==> config.mk <==
export PLATFORM = sky130hd
export DESIGN_NAME = jmb_jog_bank
export DESIGN_NICKNAME = d
export VERILOG_FILES = /design/src/jmb_pkg.sv /design/src/jmb_jog_bank.sv /design/src/jmb_sync.sv
export SDC_FILE = /design/constraint.sdc
export NUM_CORES = 1
export LEC_CHECK = 0
export ABC_AREA = 1
export BUFFER_PORTS_ARGS = -buffer_cell sky130_fd_sc_hd__buf_2
export CAP_MARGIN = 20
export CORE_AREA = 5 5 218 220
export DETAILED_ROUTE_END_ITERATION = 10
export DIE_AREA = 0 0 223 225
export PLACE_DENSITY = 0.49
export SLEW_MARGIN = 15
export SYNTH_ARGS = -nofsm -noshare
export SYNTH_HDL_FRONTEND = slang
export SYNTH_SLANG_ARGS = --single-unit
==> constraint.sdc <==
create_clock -name clk -period 1.7 [get_ports clk]
set_input_delay 0.255 -clock clk [delete_from_list [all_inputs] [get_ports clk]]
set_output_delay 0.255 -clock clk [all_outputs]
set_load 0.01 [all_outputs]
==> src/jmb_pkg.sv <==
// Shared constants and types for the jog and motor bank select block.
// Assumes terminal function codes are held as two-digit decimal values in eight bits.
package jmb_pkg;

  //////////////////////////////////////////////////////////////////////////////
  // Terminal function codes.
  localparam logic [7:0] FUNC_JOG = 8'h06;
  localparam logic [7:0] FUNC_BANK2 = 8'h08;
  localparam logic [7:0] FUNC_BANK3 = 8'h11;

  //////////////////////////////////////////////////////////////////////////////
  // Jog stop method codes.
  localparam logic [2:0] JSM_FREE_LOCK = 3'h0;
  localparam logic [2:0] JSM_DECEL_LOCK = 3'h1;
  localparam logic [2:0] JSM_DCB_LOCK = 3'h2;
  localparam logic [2:0] JSM_FREE_OPEN = 3'h3;
  localparam logic [2:0] JSM_DECEL_OPEN = 3'h4;
  localparam logic [2:0] JSM_DCB_OPEN = 3'h5;

  //////////////////////////////////////////////////////////////////////////////
  // Jog frequency in units of 0.01 Hz.
  localparam int FREQ_W = 10;
  localparam logic [FREQ_W-1:0] JOG_FREQ_MAX = 10'h3e7;
  localparam logic [FREQ_W-1:0] JOG_FREQ_ZERO = 10'h000;

  //////////////////////////////////////////////////////////////////////////////
  // Per-motor settings group, switched as one unit.
  localparam int SET_W = 16;

  typedef enum logic [1:0] {
    JMB_STOP_NONE = 2'h0,
    JMB_STOP_FREE = 2'h1,
    JMB_STOP_DECEL = 2'h2,
    JMB_STOP_DCB = 2'h3
  } jmb_stop_t;

  typedef enum logic [1:0] {
    JMB_BANK1 = 2'h0,
    JMB_BANK2 = 2'h1,
    JMB_BANK3 = 2'h2
  } jmb_bank_t;

  typedef struct packed {
    logic [SET_W-1:0] accelTime;
    logic [SET_W-1:0] decelTime;
    logic [SET_W-1:0] baseFreq;
    logic [SET_W-1:0] maxFreq;
    logic [SET_W-1:0] torqueBoost;
    logic [SET_W-1:0] thermalSet;
    logic [SET_W-1:0] motorConst;
  } jmb_motor_set_t;

  typedef struct packed {
    logic active;
    logic [FREQ_W-1:0] freq;
    logic stopReq;
    jmb_stop_t stopKind;
    logic refused;
  } jmb_jog_cmd_t;

  //////////////////////////////////////////////////////////////////////////////
  // Values after reset.
  localparam jmb_bank_t BANK_RESET = JMB_BANK1;
  localparam jmb_jog_cmd_t JOG_CMD_RESET = '0;
  localparam jmb_motor_set_t SET_RESET = '0;

endpackage

==> src/jmb_jog_bank.sv <==
// Jog control and motor parameter bank selection driven by intelligent input terminals.
// Assumes terminal and run pins are asynchronous, and configuration and motor status are on clk.
`timescale 1ns/100ps
module jmb_jog_bank #(
  parameter int NUM_TERM = 8,
  parameter int FREQ_W = jmb_pkg::FREQ_W
) (
  // Clock and reset.
  input wire logic clk,
  input wire logic resetn,
  // Terminal pins.
  input wire logic [NUM_TERM-1:0] termPin,
  input wire logic forwardRunPin,
  input wire logic reverseRunPin,
  // Configuration.
  input wire logic [NUM_TERM-1:0][7:0] terminalFunctionAssign,
  input wire logic [2:0] jogStopMethod,
  input wire logic [FREQ_W-1:0] jogFrequency,
  input wire logic [FREQ_W-1:0] startFrequency,
  // Drive core status.
  input wire logic motorRunning,
  // Motor parameter banks.
  input wire jmb_pkg::jmb_motor_set_t bank1Set,
  input wire jmb_pkg::jmb_motor_set_t bank2Set,
  input wire jmb_pkg::jmb_motor_set_t bank3Set,
  // Jog command and selected settings.
  output jmb_pkg::jmb_jog_cmd_t jogCmd,
  output jmb_pkg::jmb_motor_set_t activeSet
);

  //////////////////////////////////////////////////////////////////////////////
  // Elaboration checks.

  if (NUM_TERM < 2) begin : gNumTermCheck
    $error("At least two terminals are needed for the two bank selects.");
  end
  if (FREQ_W != jmb_pkg::FREQ_W) begin : gFreqCheck
    $error("Frequency width must match the jog frequency limit constant.");
  end

  //////////////////////////////////////////////////////////////////////////////
  // Pin synchronisation.

  logic [NUM_TERM-1:0] termSync;
  logic forwardRun;
  logic reverseRun;

  // Run pins share the terminals' synchroniser so the order of jog and run is kept.
  jmb_sync #(
    .WIDTH(NUM_TERM + 2)
  ) uPinSync (
    .clk(clk),
    .resetn(resetn),
    .pinIn({forwardRunPin, reverseRunPin, termPin}),
    .syncOut({forwardRun, reverseRun, termSync})
  );

  //////////////////////////////////////////////////////////////////////////////
  // Terminal function decode.

  logic [NUM_TERM-1:0] jogHit;
  logic [NUM_TERM-1:0] bank2Hit;
  logic [NUM_TERM-1:0] bank3Hit;

  // Several terminals may carry one code; any of them active asserts the function.
  for (genvar t = 0; t < NUM_TERM; t++) begin : gTermDecode
    assign jogHit[t] = termSync[t] && (terminalFunctionAssign[t] == jmb_pkg::FUNC_JOG);
    assign bank2Hit[t] = termSync[t] && (terminalFunctionAssign[t] == jmb_pkg::FUNC_BANK2);
    assign bank3Hit[t] = termSync[t] && (terminalFunctionAssign[t] == jmb_pkg::FUNC_BANK3);
  end

  wire jogRequest = |jogHit;
  wire bank2Select = |bank2Hit;
  wire bank3Select = |bank3Hit;
  wire anyRun = forwardRun || reverseRun;

  //////////////////////////////////////////////////////////////////////////////
  // Stop method decode.

  // One decode wire per stop method code.
  wire isFreeLock = (jogStopMethod == jmb_pkg::JSM_FREE_LOCK);
  wire isDecelLock = (jogStopMethod == jmb_pkg::JSM_DECEL_LOCK);
  wire isDcbLock = (jogStopMethod == jmb_pkg::JSM_DCB_LOCK);
  wire isFreeOpen = (jogStopMethod == jmb_pkg::JSM_FREE_OPEN);
  wire isDecelOpen = (jogStopMethod == jmb_pkg::JSM_DECEL_OPEN);
  wire isDcbOpen = (jogStopMethod == jmb_pkg::JSM_DCB_OPEN);

  wire lockWhileRunning = isFreeLock || isDecelLock || isDcbLock;
  wire openWhileRunning = isFreeOpen || isDecelOpen || isDcbOpen;
  wire decelByMethod = isDecelLock || isDecelOpen;
  wire dcbByMethod = isDcbLock || isDcbOpen;

  jmb_pkg::jmb_stop_t methodStop;

  // Codes above five are treated as free-run, the safest way to release the motor.
  assign methodStop =
    decelByMethod ? jmb_pkg::JMB_STOP_DECEL :
    dcbByMethod ? jmb_pkg::JMB_STOP_DCB :
    jmb_pkg::JMB_STOP_FREE;

  //////////////////////////////////////////////////////////////////////////////
  // Order of jog request and forward run.

  // Set while forward has been active since a moment the jog request was absent.
  logic forwardFirst_ff;
  logic nxt_forwardFirst;

  // A jog request arriving in the same cycle as forward counts as jog first.
  assign nxt_forwardFirst = forwardRun && (forwardFirst_ff || !jogRequest);

  always_ff @(posedge clk or negedge resetn) begin
    if (!resetn) begin
      forwardFirst_ff <= 1'b0;
    end else begin
      forwardFirst_ff <= nxt_forwardFirst;
    end
  end

  //////////////////////////////////////////////////////////////////////////////
  // Jog frequency limiting.

  logic [FREQ_W-1:0] jogFreqRaised;
  logic [FREQ_W-1:0] jogFreqLimited;

  // A non-zero setting below the start frequency is raised to it.
  assign jogFreqRaised = (jogFrequency < startFrequency) ? startFrequency : jogFrequency;

  // The cut to 9.99 Hz comes last, so a start frequency above it cannot lift the jog output.
  assign jogFreqLimited =
    (jogFrequency == jmb_pkg::JOG_FREQ_ZERO) ? jmb_pkg::JOG_FREQ_ZERO :
    (jogFreqRaised > jmb_pkg::JOG_FREQ_MAX) ? jmb_pkg::JOG_FREQ_MAX :
    jogFreqRaised;

  //////////////////////////////////////////////////////////////////////////////
  // Jog sequencer.

  // Idle, run and stop is the usual path; hold parks a refused request.
  typedef enum logic [1:0] {
    JOG_IDLE = 2'b00,
    JOG_RUN = 2'b01,
    JOG_STOP = 2'b11,
    JOG_HOLD = 2'b10
  } jmb_jog_state_t;

  jmb_jog_state_t state_ff;
  jmb_jog_state_t nxt_state;

  wire jogStartAsk = jogRequest && anyRun;
  wire jogBlocked = lockWhileRunning && (motorRunning || forwardFirst_ff);
  wire jogAllowed = openWhileRunning || !jogBlocked;
  // Releasing the jog request or both run commands ends the jog.
  wire jogEnd = !jogRequest || !anyRun;
  // In the open codes, a jog let go under a held forward command coasts the motor.
  wire freeByForward = openWhileRunning && !jogRequest && forwardRun;

  jmb_pkg::jmb_stop_t endStop;

  assign endStop = freeByForward ? jmb_pkg::JMB_STOP_FREE : methodStop;

  always_comb begin
    nxt_state = state_ff;
    unique case (state_ff)
      JOG_IDLE: begin
        if (jogStartAsk && jogAllowed) begin
          nxt_state = JOG_RUN;
        end else if (jogStartAsk) begin
          nxt_state = JOG_HOLD;
        end
      end
      JOG_RUN: begin
        if (jogEnd) begin
          nxt_state = JOG_STOP;
        end
      end
      JOG_STOP: begin
        // One cycle here makes the stop request a single pulse.
        nxt_state = JOG_IDLE;
      end
      JOG_HOLD: begin
        // A refused request waits until jog or run is released before another try.
        if (jogEnd) begin
          nxt_state = JOG_IDLE;
        end
      end
    endcase
  end

  always_ff @(posedge clk or negedge resetn) begin
    if (!resetn) begin
      state_ff <= JOG_IDLE;
    end else begin
      state_ff <= nxt_state;
    end
  end

  //////////////////////////////////////////////////////////////////////////////
  // Jog command outputs.

  jmb_pkg::jmb_jog_cmd_t jogCmd_ff;
  jmb_pkg::jmb_jog_cmd_t nxt_jogCmd;

  // Transition strobes taken from the present and the next state.
  wire enterRun = (state_ff == JOG_IDLE) && (nxt_state == JOG_RUN);
  wire enterHold = (state_ff == JOG_IDLE) && (nxt_state == JOG_HOLD);
  wire enterStop = (state_ff == JOG_RUN) && (nxt_state == JOG_STOP);

  // The stop kind outlives its pulse until the next jog starts, so the core may read it late.
  always_comb begin
    nxt_jogCmd = jogCmd_ff;
    nxt_jogCmd.stopReq = enterStop;
    nxt_jogCmd.refused = enterHold;
    if (enterRun) begin
      nxt_jogCmd.active = 1'b1;
      nxt_jogCmd.freq = jogFreqLimited;
      nxt_jogCmd.stopKind = jmb_pkg::JMB_STOP_NONE;
    end else if (enterStop) begin
      nxt_jogCmd.active = 1'b0;
      nxt_jogCmd.freq = jmb_pkg::JOG_FREQ_ZERO;
      nxt_jogCmd.stopKind = endStop;
    end else if (state_ff == JOG_RUN) begin
      // The jog frequency may be retuned while jogging.
      nxt_jogCmd.freq = jogFreqLimited;
    end
  end

  always_ff @(posedge clk or negedge resetn) begin
    if (!resetn) begin
      jogCmd_ff <= jmb_pkg::JOG_CMD_RESET;
    end else begin
      jogCmd_ff <= nxt_jogCmd;
    end
  end

  assign jogCmd = jogCmd_ff;

  //////////////////////////////////////////////////////////////////////////////
  // Motor bank selection.

  jmb_pkg::jmb_bank_t requestedBank;
  jmb_pkg::jmb_bank_t bank_ff;
  jmb_pkg::jmb_bank_t nxt_bank;

  // The second-bank select masks the third.
  assign requestedBank =
    bank2Select ? jmb_pkg::JMB_BANK2 :
    bank3Select ? jmb_pkg::JMB_BANK3 :
    jmb_pkg::JMB_BANK1;

  // The motor counts as stopped only when neither the core nor the jog run it.
  wire motorStopped = !motorRunning && (state_ff != JOG_RUN);

  // A selection made while running stays on the pins and is taken on the first stopped cycle.
  assign nxt_bank = motorStopped ? requestedBank : bank_ff;

  always_ff @(posedge clk or negedge resetn) begin
    if (!resetn) begin
      bank_ff <= jmb_pkg::BANK_RESET;
    end else begin
      bank_ff <= nxt_bank;
    end
  end

  //////////////////////////////////////////////////////////////////////////////
  // Settings group multiplexer.

  jmb_pkg::jmb_motor_set_t activeSet_ff;
  jmb_pkg::jmb_motor_set_t nxt_activeSet;

  // The whole group moves together so no mixed set is ever presented.
  assign nxt_activeSet =
    (bank_ff == jmb_pkg::JMB_BANK2) ? bank2Set :
    (bank_ff == jmb_pkg::JMB_BANK3) ? bank3Set :
    bank1Set;

  always_ff @(posedge clk or negedge resetn) begin
    if (!resetn) begin
      activeSet_ff <= jmb_pkg::SET_RESET;
    end else begin
      activeSet_ff <= nxt_activeSet;
    end
  end

  // The bank number itself is kept internal; only the settings leave the block.
  assign activeSet = activeSet_ff;

endmodule

==> src/jmb_sync.sv <==
// Two-stage synchroniser for a group of asynchronous input pins.
// Assumes the inputs are levels that stay stable for several clock periods.
`timescale 1ns/100ps
module jmb_sync #(
  parameter int WIDTH = 1
) (
  // Clock and reset.
  input wire logic clk,
  input wire logic resetn,
  // Pins and their synchronised copy.
  input wire logic [WIDTH-1:0] pinIn,
  output logic [WIDTH-1:0] syncOut
);

  logic [WIDTH-1:0] meta_ff;
  logic [WIDTH-1:0] stable_ff;

  always_ff @(posedge clk or negedge resetn) begin
    if (!resetn) begin
      meta_ff <= '0;
      stable_ff <= '0;
    end else begin
      meta_ff <= pinIn;
      stable_ff <= meta_ff;
    end
  end

  assign syncOut = stable_ff;

endmodule

==> impl_metrics.yaml, run 1 <==
layout:
  layout_common_cells: "buf_2 (561), nand2_1 (374), dlygate4sd3_1 (233), dfrtp_1 (152), nand3_1 (120)"
  syn_to_final_growth_pct: 99.1
  fin_nets: 2268
  drive_gt1_share_pct: 39.6
  layoutNonFillerInstCount: 2448
  final_common_cell: "buf_2"
setup_path:
  worst_path_most_repeated_cell: "nand2_1"
  endpoint_kind: "flop"
  cp.arrival_ns: 1.84
  critPathSlowestCell: "dfrtp_1"
  start_kind: "flop"
  required_ns: 1.98
  crit_fanout: 18
  cp_slowest_stage_delay_ns: 0.37
  path_class: "flop to flop"
  worstPathCellList: "inv_1 -> nand2_1 -> inv_4 -> nor2_4 -> buf_4 -> buf_12 -> nand2_1 -> nand3_1"
synthesis:
  synth_cells: 947
  ys_seq_area_share_pct: 51.8
  syn_area_mm2: 0.00734
  ys_types: 34
  async_flop_share_pct: 100
  syn_avg_cell_area_um2: 7.75
  ys_ff_latch: 152
  synth_flop_cell: "dfrtp_1"
  yosysWarnings: 0
  syn_nets: 1392
  synth_edf_count: 0
timing:
  period_needed_ns: 1.56
  worst_slew_pin_slew_ns: 0.492
  max_slew_margin_pct: 67.2
  period_share_pct: 92.0
  max_freq_mhz: 639
  rsz0062_at_grt: "yes"
  timing.hold.ws_ns: 0.0362
  clock_skew_ns: 0.0164
  fin_ws_ns: 0.136
  hold_viol: 0
  slew_violations: 0
  finalSetupTns_ns: 0
  setup_viol: 0
clock_tree:
  cts_made_buffers: 17
  clk_pin_slew_worst_paths_ns: 0.07
  cts_tree: "built"
  clock_latency_ns: 0.47
  cts_num_sinks: 152
  cts_max_path_buffers: 2
  htreeDepth: 4
  cts-root-buf: "clkbuf_16"
floorplanning:
  die_w_um: 223
  fp.dieH_um: 225
  io_pins: 563
  die_area_mm2: 0.0502
  start_util_pct: 16.3
  core_area_mm2: 0.0451
  rows: 78
global_route:
  gr-usage-met1_pct: 17.9
  use_met2_pct: 28.3
  grt_pass1_wl_um: 63600
  grt_overflow_total: 0
  use_met3_pct: 5.89
  grt_usage_pct: 16.6
  antenna_found_initial: 16
  busiest_layer: "met2"
  first_global_vias: 11000
  grt_start_max_net_pins: 61
placement:
  gp_congestion: 0.939
  dp_slack_ns: -0.198
  dpl.cell_count: 2167
  dp_hpwl_um: 33500
  port_buffers: 562
detailed_routing:
  drtIter0Drc: 461
  via_per_inst: 4.17
  antenna_left: 0
  wire_per_inst_um: 17.6
  wl_um: 43000
  dr.pass1.iters: 5
  vias: 10200
  post-route-drc-count: 0
outcome:
  status: "finished clean"
power_and_ir_drop:
  ir_drop_v: 0.000627
  power.leakage_uw: 0.00763
  powerDensity_mw_per_mm2: 719
  finalPower_uw: 10500
min_path:
  hold_path.class: "input pin to flop"
job:
  maxCapViolations: 0
## worst max-delay path, delay by kind of cell (launching register included)
kind          cells  cell delay, ns
buf+inv           4            0.58
flops             1            0.37
simple gates      4            0.43
## worst paths after layout
| check | startpoint | endpoint | slack (ns) | cells after the start |
|---|---|---|---|---|
| max in group asynchronous | resetn | uPinSync.syncOut[2] | 0.77 | 3 |
| worst max register to register | bank_ff[0] | activeSet[36] | 0.14 | 8 |
| worst min register to register | uPinSync.meta_ff[0] | uPinSync.syncOut[0] | 0.35 | 0 |
| min in group asynchronous | resetn | uPinSync.syncOut[0] | 0.34 | 2 |
| worst min-delay path | bank3Set[61] | activeSet[61] | 0.04 | 3 |
| worst max-delay path | bank_ff[0] | activeSet[36] | 0.14 | 8 |
## power breakdown
group,internal [µW],leakage [µW],switching (µW)
sequential,3950,0.00181,124
clock,2150,0.000267,1640
combinational,1340,0.00555,1290
total,7440,0.00763,3060
## sequential cells by signal, summed over array words and instances, names as in the netlist
name              count
bank_ff               2
uPinSync.meta_ff     10
activeSet           112
uPinSync.syncOut     10
state_ff              2
forwardFirst_ff       1
jogCmd               15
## Yosys cell counts (2+ instances only)
| library cell | count | area [µm²] |
|---|---|---|
| nand2_1 | 375 | 1410 |
| dfrtp_1 | 152 | 3800 |
| nand3_1 | 121 | 606 |
| nor3_1 | 74 | 370 |
| inv_1 | 59 | 221 |
| nor2_1 | 55 | 206 |
| clkbuf_1 | 32 | 120 |
| nand4_1 | 12 | 75.1 |
| ha_1 | 9 | 113 |
| nand2_2 | 8 | 50.1 |
| nor4_1 | 8 | 50.1 |
| buf_1 | 7 | 26.3 |
| o21ai_0 | 5 | 25.0 |
| o41ai_1 | 3 | 26.3 |
| a21boi_0 | 2 | 15.0 |
| a21oi_2 | 2 | 17.5 |
| a22oi_1 | 2 | 15.0 |
| mux2i_1 | 2 | 20.0 |
| nand3_4 | 2 | 35.0 |
| nor2_2 | 2 | 12.5 |
| nor3b_1 | 2 | 15.0 |
## cell families (layout without fill, tap and decap cells)
group / Yosys count / in the layout / share of synthesized area, %
and+or+nand+nor: 664 / 664 / 39.3
DFF: 152 / 152 / 51.8
buffers and inverters: 101 / 989 / 5.28
AOI/OAI and AO/OA: 18 / 18 / 1.70
adders and majority gates: 9 / 9 / 1.53
muxes: 2 / 2 / 0.273
xor gates and xnor gates: 1 / 1 / 0.119
other: 0 / 13 / 0
## stage by stage
step / instance area [µm²] / util [%]
2_1_floorplan: 7360 / -
3_3_place_gp: 11600 / 25.8
3_5_place_dp: 11600 / 25.8
4_1_cts: 14500 / 32.2
5_1_grt: 14600 / 32.4
6_report: 14600 / 32.4
## metal layers
layer,up-vias,share of wire (%),wire (µm)
met1,4717,37,15800
met2,561,49,21200
met5,-,0.079,34
met4,6,5.2,2230
met3,117,8.7,3740
li1,4812,-,-
## final cells by class
| type | count | area [µm²] |
|---|---|---|
| Tap cell | 600 | 751 |
| Clock buffer | 20 | 437 |
| Clock inverter | 11 | 124 |
| Inverter | 60 | 230 |
| Multi-Input combinational cell | 694 | 3210 |
| Sequential cell | 152 | 3800 |
| Antenna cell | 13 | 32.5 |
| Timing Repair Buffer | 898 | 6020 |
| Fill cell | 4782 | 30500 |
## timing repair
item	4_1_cts	5_1_grt
pin swaps	0	3
hold buffers	233	0
gates resized for setup	1	11
endpoints found under the setup margin	1	29
endpoints found under the hold margin	127	0
buffers inserted	0	4
Note: power is estimated with default switching activity, not from simulation.
==> inputs of run 2 (changes only) <==
- CORE_AREA: 5 5 218 220 -> 5 5 215 217
- CTS_BUF_LIST: default -> sky130_fd_sc_hd__clkbuf_4
- DIE_AREA: 0 0 223 225 -> 0 0 220 222
==> impl_metrics.yaml, run 2 (synthesis results as in run 1) <==
outcome:
  status: "finished clean"
floorplanning:
  core_area_mm2: 0.0439
  io_pins: 563
  rows: 77
  fp.dieH_um: 222
  die_area_mm2: 0.0488
  start_util_pct: 16.7
  die_w_um: 220
detailed_routing:
  wl_um: 45600
  post-route-drc-count: 0
  drtIter0Drc: 600
  dr.pass1.iters: 5
  via_per_inst: 4.28
  wire_per_inst_um: 17.7
  vias: 11000
  antenna_left: 0
global_route:
  grt_pass1_wl_um: 66200
  first_global_vias: 12200
  use_met3_pct: 6.19
  gr-usage-met1_pct: 17.1
  busiest_layer: "met2"
  grt_usage_pct: 17.9
  use_met2_pct: 31.0
  antenna_found_initial: 19
  grt_overflow_total: 0
  grt_start_max_net_pins: 60
setup_path:
  worst_path_most_repeated_cell: "nand2_1"
  crit_family: "buffers and inverters"
  critPathSlowestCell: "dlygate4sd3_1"
  cp.arrival_ns: 2.30
  required_ns: 2.33
  cp_slowest_stage_delay_ns: 0.55
  worstPathCellList: "dlygate4sd3_1 -> buf_2 -> nand2_1 -> nand2_1 -> nand2_2 -> nand3_4 -> buf_4 -> nand4_1 -> nand2_1 -> dlygate4sd3_1 -> buf_4 -> nand2_1 -> nand2_1"
  crit_fanout: 4
  start_kind: "input pin"
  path_class: "input pin to flop"
  r2r_setup_slack_ns: 0.09
  crit_buf_inv: 5
  endpoint_kind: "flop"
timing:
  setup_viol: 0
  rsz0062_at_grt: "yes"
  clock_skew_ns: 0.0295
  worst_slew_pin_slew_ns: 0.483
  fin_ws_ns: 0.0292
  slew_violations: 0
  max_slew_margin_pct: 67.3
  hold_viol: 0
  period_needed_ns: 1.67
  period_share_pct: 98.3
  max_freq_mhz: 599
clock_tree:
  htreeDepth: 4
  clk_pin_slew_worst_paths_ns: 0.16
  cts_made_buffers: 17
  clock_latency_ns: 0.72
  cts_num_sinks: 152
  cts_tree: "built"
  cts-root-buf: "clkbuf_4"
  cts_max_path_buffers: 2
layout:
  largest_reg_flops: 112
  fillers: 4449
  syn_to_final_growth_pct: 115
  fin_util_pct: 35.9
  final_common_cell: "buf_2"
  fin_nets: 2402
  drive_gt1_share_pct: 36.4
  layout_common_cells: "buf_2 (558), dlygate4sd3_1 (380), nand2_1 (372), dfrtp_1 (152), nand3_1 (120)"
  fin_area_mm2: 0.0158
power_and_ir_drop:
  ir_drop_v: 0.000419
  power.leakage_uw: 0.00809
  powerDensity_mw_per_mm2: 602
placement:
  dp_hpwl_um: 32300
  gp_congestion: 0.930
  post_dp_cell_area_mm2: 0.0115
  port_buffers: 562
  dp_slack_ns: -0.242
job:
  maxCapViolations: 0
min_path:
  hold_path.class: "input pin to flop"
-- run 2: cell count changes in the layout (fill, tap and decap cells not counted), moves of 3 or more --
cell and delta:
dlygate4sd3_1 +147, clkbuf_4 +18, clkbuf_16 -17, buf_4 -15
diode_2 +7, buf_2 -3, buf_6 +3, clkbuf_1 -3
clkinv_1 +3
-- run 2: cell type report --
cell class              count  area, µm²  area share (%)
multi-input cells         695       3250            20.6
inverters                  60        228            1.44
repair buffers           1031       7420            47.0
diodes                     20       50.0           0.317
flip-flops and latches    152       3800            24.1
clock buffers              18        135           0.856
well taps                 592        741            4.69
clock inverters            14        158           0.998
-- run 2: metal layers --
| metal | up-vias | share of wire, % |
|---|---|---|
| met1 | 5006 | 34 |
| met3 | 230 | 9.1 |
| met5 | - | 0.029 |
| met4 | 2 | 7.5 |
| li1 | 5091 | - |
| met2 | 712 | 50 |
-- run 2: stage by stage --
step / hold WS, ns / instances / setup TNS, ns / total power [µW]
floorplan: -0.0406 / 947 / 0 / 4890
CTS: 0.00102 / 2561 / -0.0708 / 9600
global route: 0.0312 / 2582 / -0.125 / 10100
global placement: 0.177 / 2146 / -2.24 / 6260
finish: 0.107 / 2582 / 0 / 9510
detailed placement: 0.175 / 2146 / -2.65 / 6270
-- run 2: worst paths after layout --
kind,startpoint,endpoint,depth (start not counted)
setup / recovery,startFrequency[0],jogCmd[13],13
hold / removal,startFrequency[7],jogCmd[11],7
setup reg to reg,bank_ff[0],activeSet[102],6
hold reg to reg,uPinSync.meta_ff[9],uPinSync.syncOut[9],0
max in group asynchronous,resetn,activeSet[46],3
min in group asynchronous,resetn,activeSet[1],3
-- run 2: worst register-to-register path, cell delays in order, from the launching register on --
cell and delay, ns:
dfrtp_1 0.39, inv_1 0.16, nand2_1 0.14, inv_4 0.10, buf_12 0.25, nor3_1 0.11, nor3_1 0.34
-- run 2: what timing repair did --
item | CTS | global route
setup endpoints to repair | 10 | 16
cloned | 0 | 1
gates resized for setup | 6 | 14
buffers inserted | 0 | 2
hold endpoints to repair | 288 | 1
hold buffers | 383 | 1
-- run 2: report_power, final --
part | switching (µW) | total, µW | internal (µW)
sequential | 137 | 4080 | 3950
clock | 1480 | 2490 | 1020
combinational | 1380 | 2930 | 1560
==> inputs of run 3 (changes only) <==
- SETUP_SLACK_MARGIN: default -> 0.05
==> impl_metrics.yaml, run 3 (synthesis results as in run 1) <==
power_and_ir_drop:
  ir_drop_v: 0.000396
  power.leakage_uw: 0.00825
  powerDensity_mw_per_mm2: 598
  finalPower_uw: 9730
clock_tree:
  cts-root-buf: "clkbuf_4"
  clk_pin_slew_worst_paths_ns: 0.13
  cts_made_buffers: 17
  cts_max_path_buffers: 2
  htreeDepth: 4
  cts_tree: "built"
  cts_num_sinks: 152
  clock_latency_ns: 0.71
setup_path:
  path_class: "input pin to flop"
  cp.arrival_ns: 2.27
  start_kind: "input pin"
  endpoint_kind: "flop"
  required_ns: 2.34
  crit_fanout: 4
global_route:
  first_global_vias: 12000
  grt_start_max_net_pins: 70
  grt_pass1_wl_um: 66600
  grt_overflow_total: 0
  antenna_found_initial: 12
  grt_usage_pct: 17.8
timing:
  timing.hold.ws_ns: 0.172
  fin_ws_ns: 0.0730
  worst_slew_pin_slew_ns: 0.406
  slew_violations: 0
  rsz0062_at_grt: "yes"
  clock_skew_ns: 0.0259
  setup_viol: 0
  period_share_pct: 95.7
  max_slew_margin_pct: 72.7
  period_needed_ns: 1.63
  hold_viol: 0
  max_freq_mhz: 615
outcome:
  status: "finished clean"
detailed_routing:
  antenna_left: 0
  via_per_inst: 4.19
  post-route-drc-count: 0
  dr.pass1.iters: 5
  drtIter0Drc: 490
  wl_um: 46200
  wire_per_inst_um: 17.8
  vias: 10800
layout:
  multi_input_comb_area_mm2: 0.00338
  drive_gt1_share_pct: 38.0
  fin_nets: 2418
  syn_to_final_growth_pct: 121
  final_common_cell: "buf_2"
  layout_common_cells: "buf_2 (531), dlygate4sd3_1 (385), nand2_1 (360), dfrtp_1 (151), nand3_1 (120)"
  fillers: 4429
  fin_util_pct: 37.0
  regArea_mm2: 0.00380
  fin_area_mm2: 0.0163
  largest_reg_flops: 112
placement:
  post_dp_cell_area_mm2: 0.0116
  dp_slack_ns: -0.177
  port_buffers: 562
  dp_hpwl_um: 32000
  gp_congestion: 0.903
floorplanning:
  die_w_um: 220
  die_area_mm2: 0.0488
  core_area_mm2: 0.0439
  fp.dieH_um: 222
  io_pins: 563
  rows: 77
  start_util_pct: 16.7
job:
  maxCapViolations: 0
min_path:
  hold_path.class: "input pin to flop"
-- run 3: repair_timing --
| item | 4_1_cts | 5_1_grt |
|---|---|---|
| gates resized for setup | 37 | 33 |
| pin swaps | 0 | 23 |
| setup buffers | 5 | 11 |
| hold endpoints to repair | 286 | 0 |
| gates cloned | 0 | 3 |
| hold buffers | 388 | 0 |
| endpoints found under the setup margin | 49 | 33 |
-- run 3: area by class of cell --
cell class                 count  area share (%)
clock buffer                  17           0.785
antenna                       12           0.185
clock inverter                14           0.978
tap                          592            4.56
timing repair buffer        1047            47.9
multi-input combinational    695            20.8
inverter                      60            1.43
sequential                   152            23.4
-- run 3: through the flow --
stage / setup TNS [ns] / instances
after floorplan: 0 / 947
after global placement: -1.23 / 2143
after detailed placement: -1.50 / 2143
after CTS: -0.0260 / 2567
after global routing: 0 / 2589
final: 0 / 2589
-- run 3: worst paths after layout --
check | end | slack [ns] | from | cells after the start
worst max-delay path | jogCmd[7] | 0.07 | jogFrequency[6] | 14
worst min-delay path | bank_ff[1] | 0.17 | terminalFunctionAssign[27] | 8
worst max register to register | activeSet[39] | 0.16 | bank_ff[1] | 6
worst min register to register | uPinSync.syncOut[3] | 0.36 | uPinSync.meta_ff[3] | 0
max in group asynchronous | uPinSync.syncOut[9] | 1.23 | resetn | 3
min in group asynchronous | activeSet[2] | 0.24 | resetn | 3
-- run 3: metal layers --
layer / up-vias / GRT usage (%) / part of all wire, %
met5: - / 0 / 0
li1: 5117 / - / -
met4: 0 / 9.80 / 5.1
met1: 4986 / 19.0 / 38
met2: 595 / 30.6 / 48
met3: 143 / 6.34 / 8.6
-- run 3: critical path, cell delays in order --
cell and delay [ns]:
dlygate4sd3_1 0.54, buf_2 0.14, ha_4 0.27, nand2_4 0.05, nor2_8 0.11, nand3_4 0.12, buf_4 0.15, nand4_1 0.10
nand2_2 0.07, buf_4 0.13, buf_4 0.12, nor2_2 0.09, nand2_1 0.06, nand2_1 0.05
-- run 3: power breakdown --
group          internal (µW)  switching (µW)  total (µW)
logic                   1740            1420        3160
registers               3950             147        4090
clock network            992            1480        2470
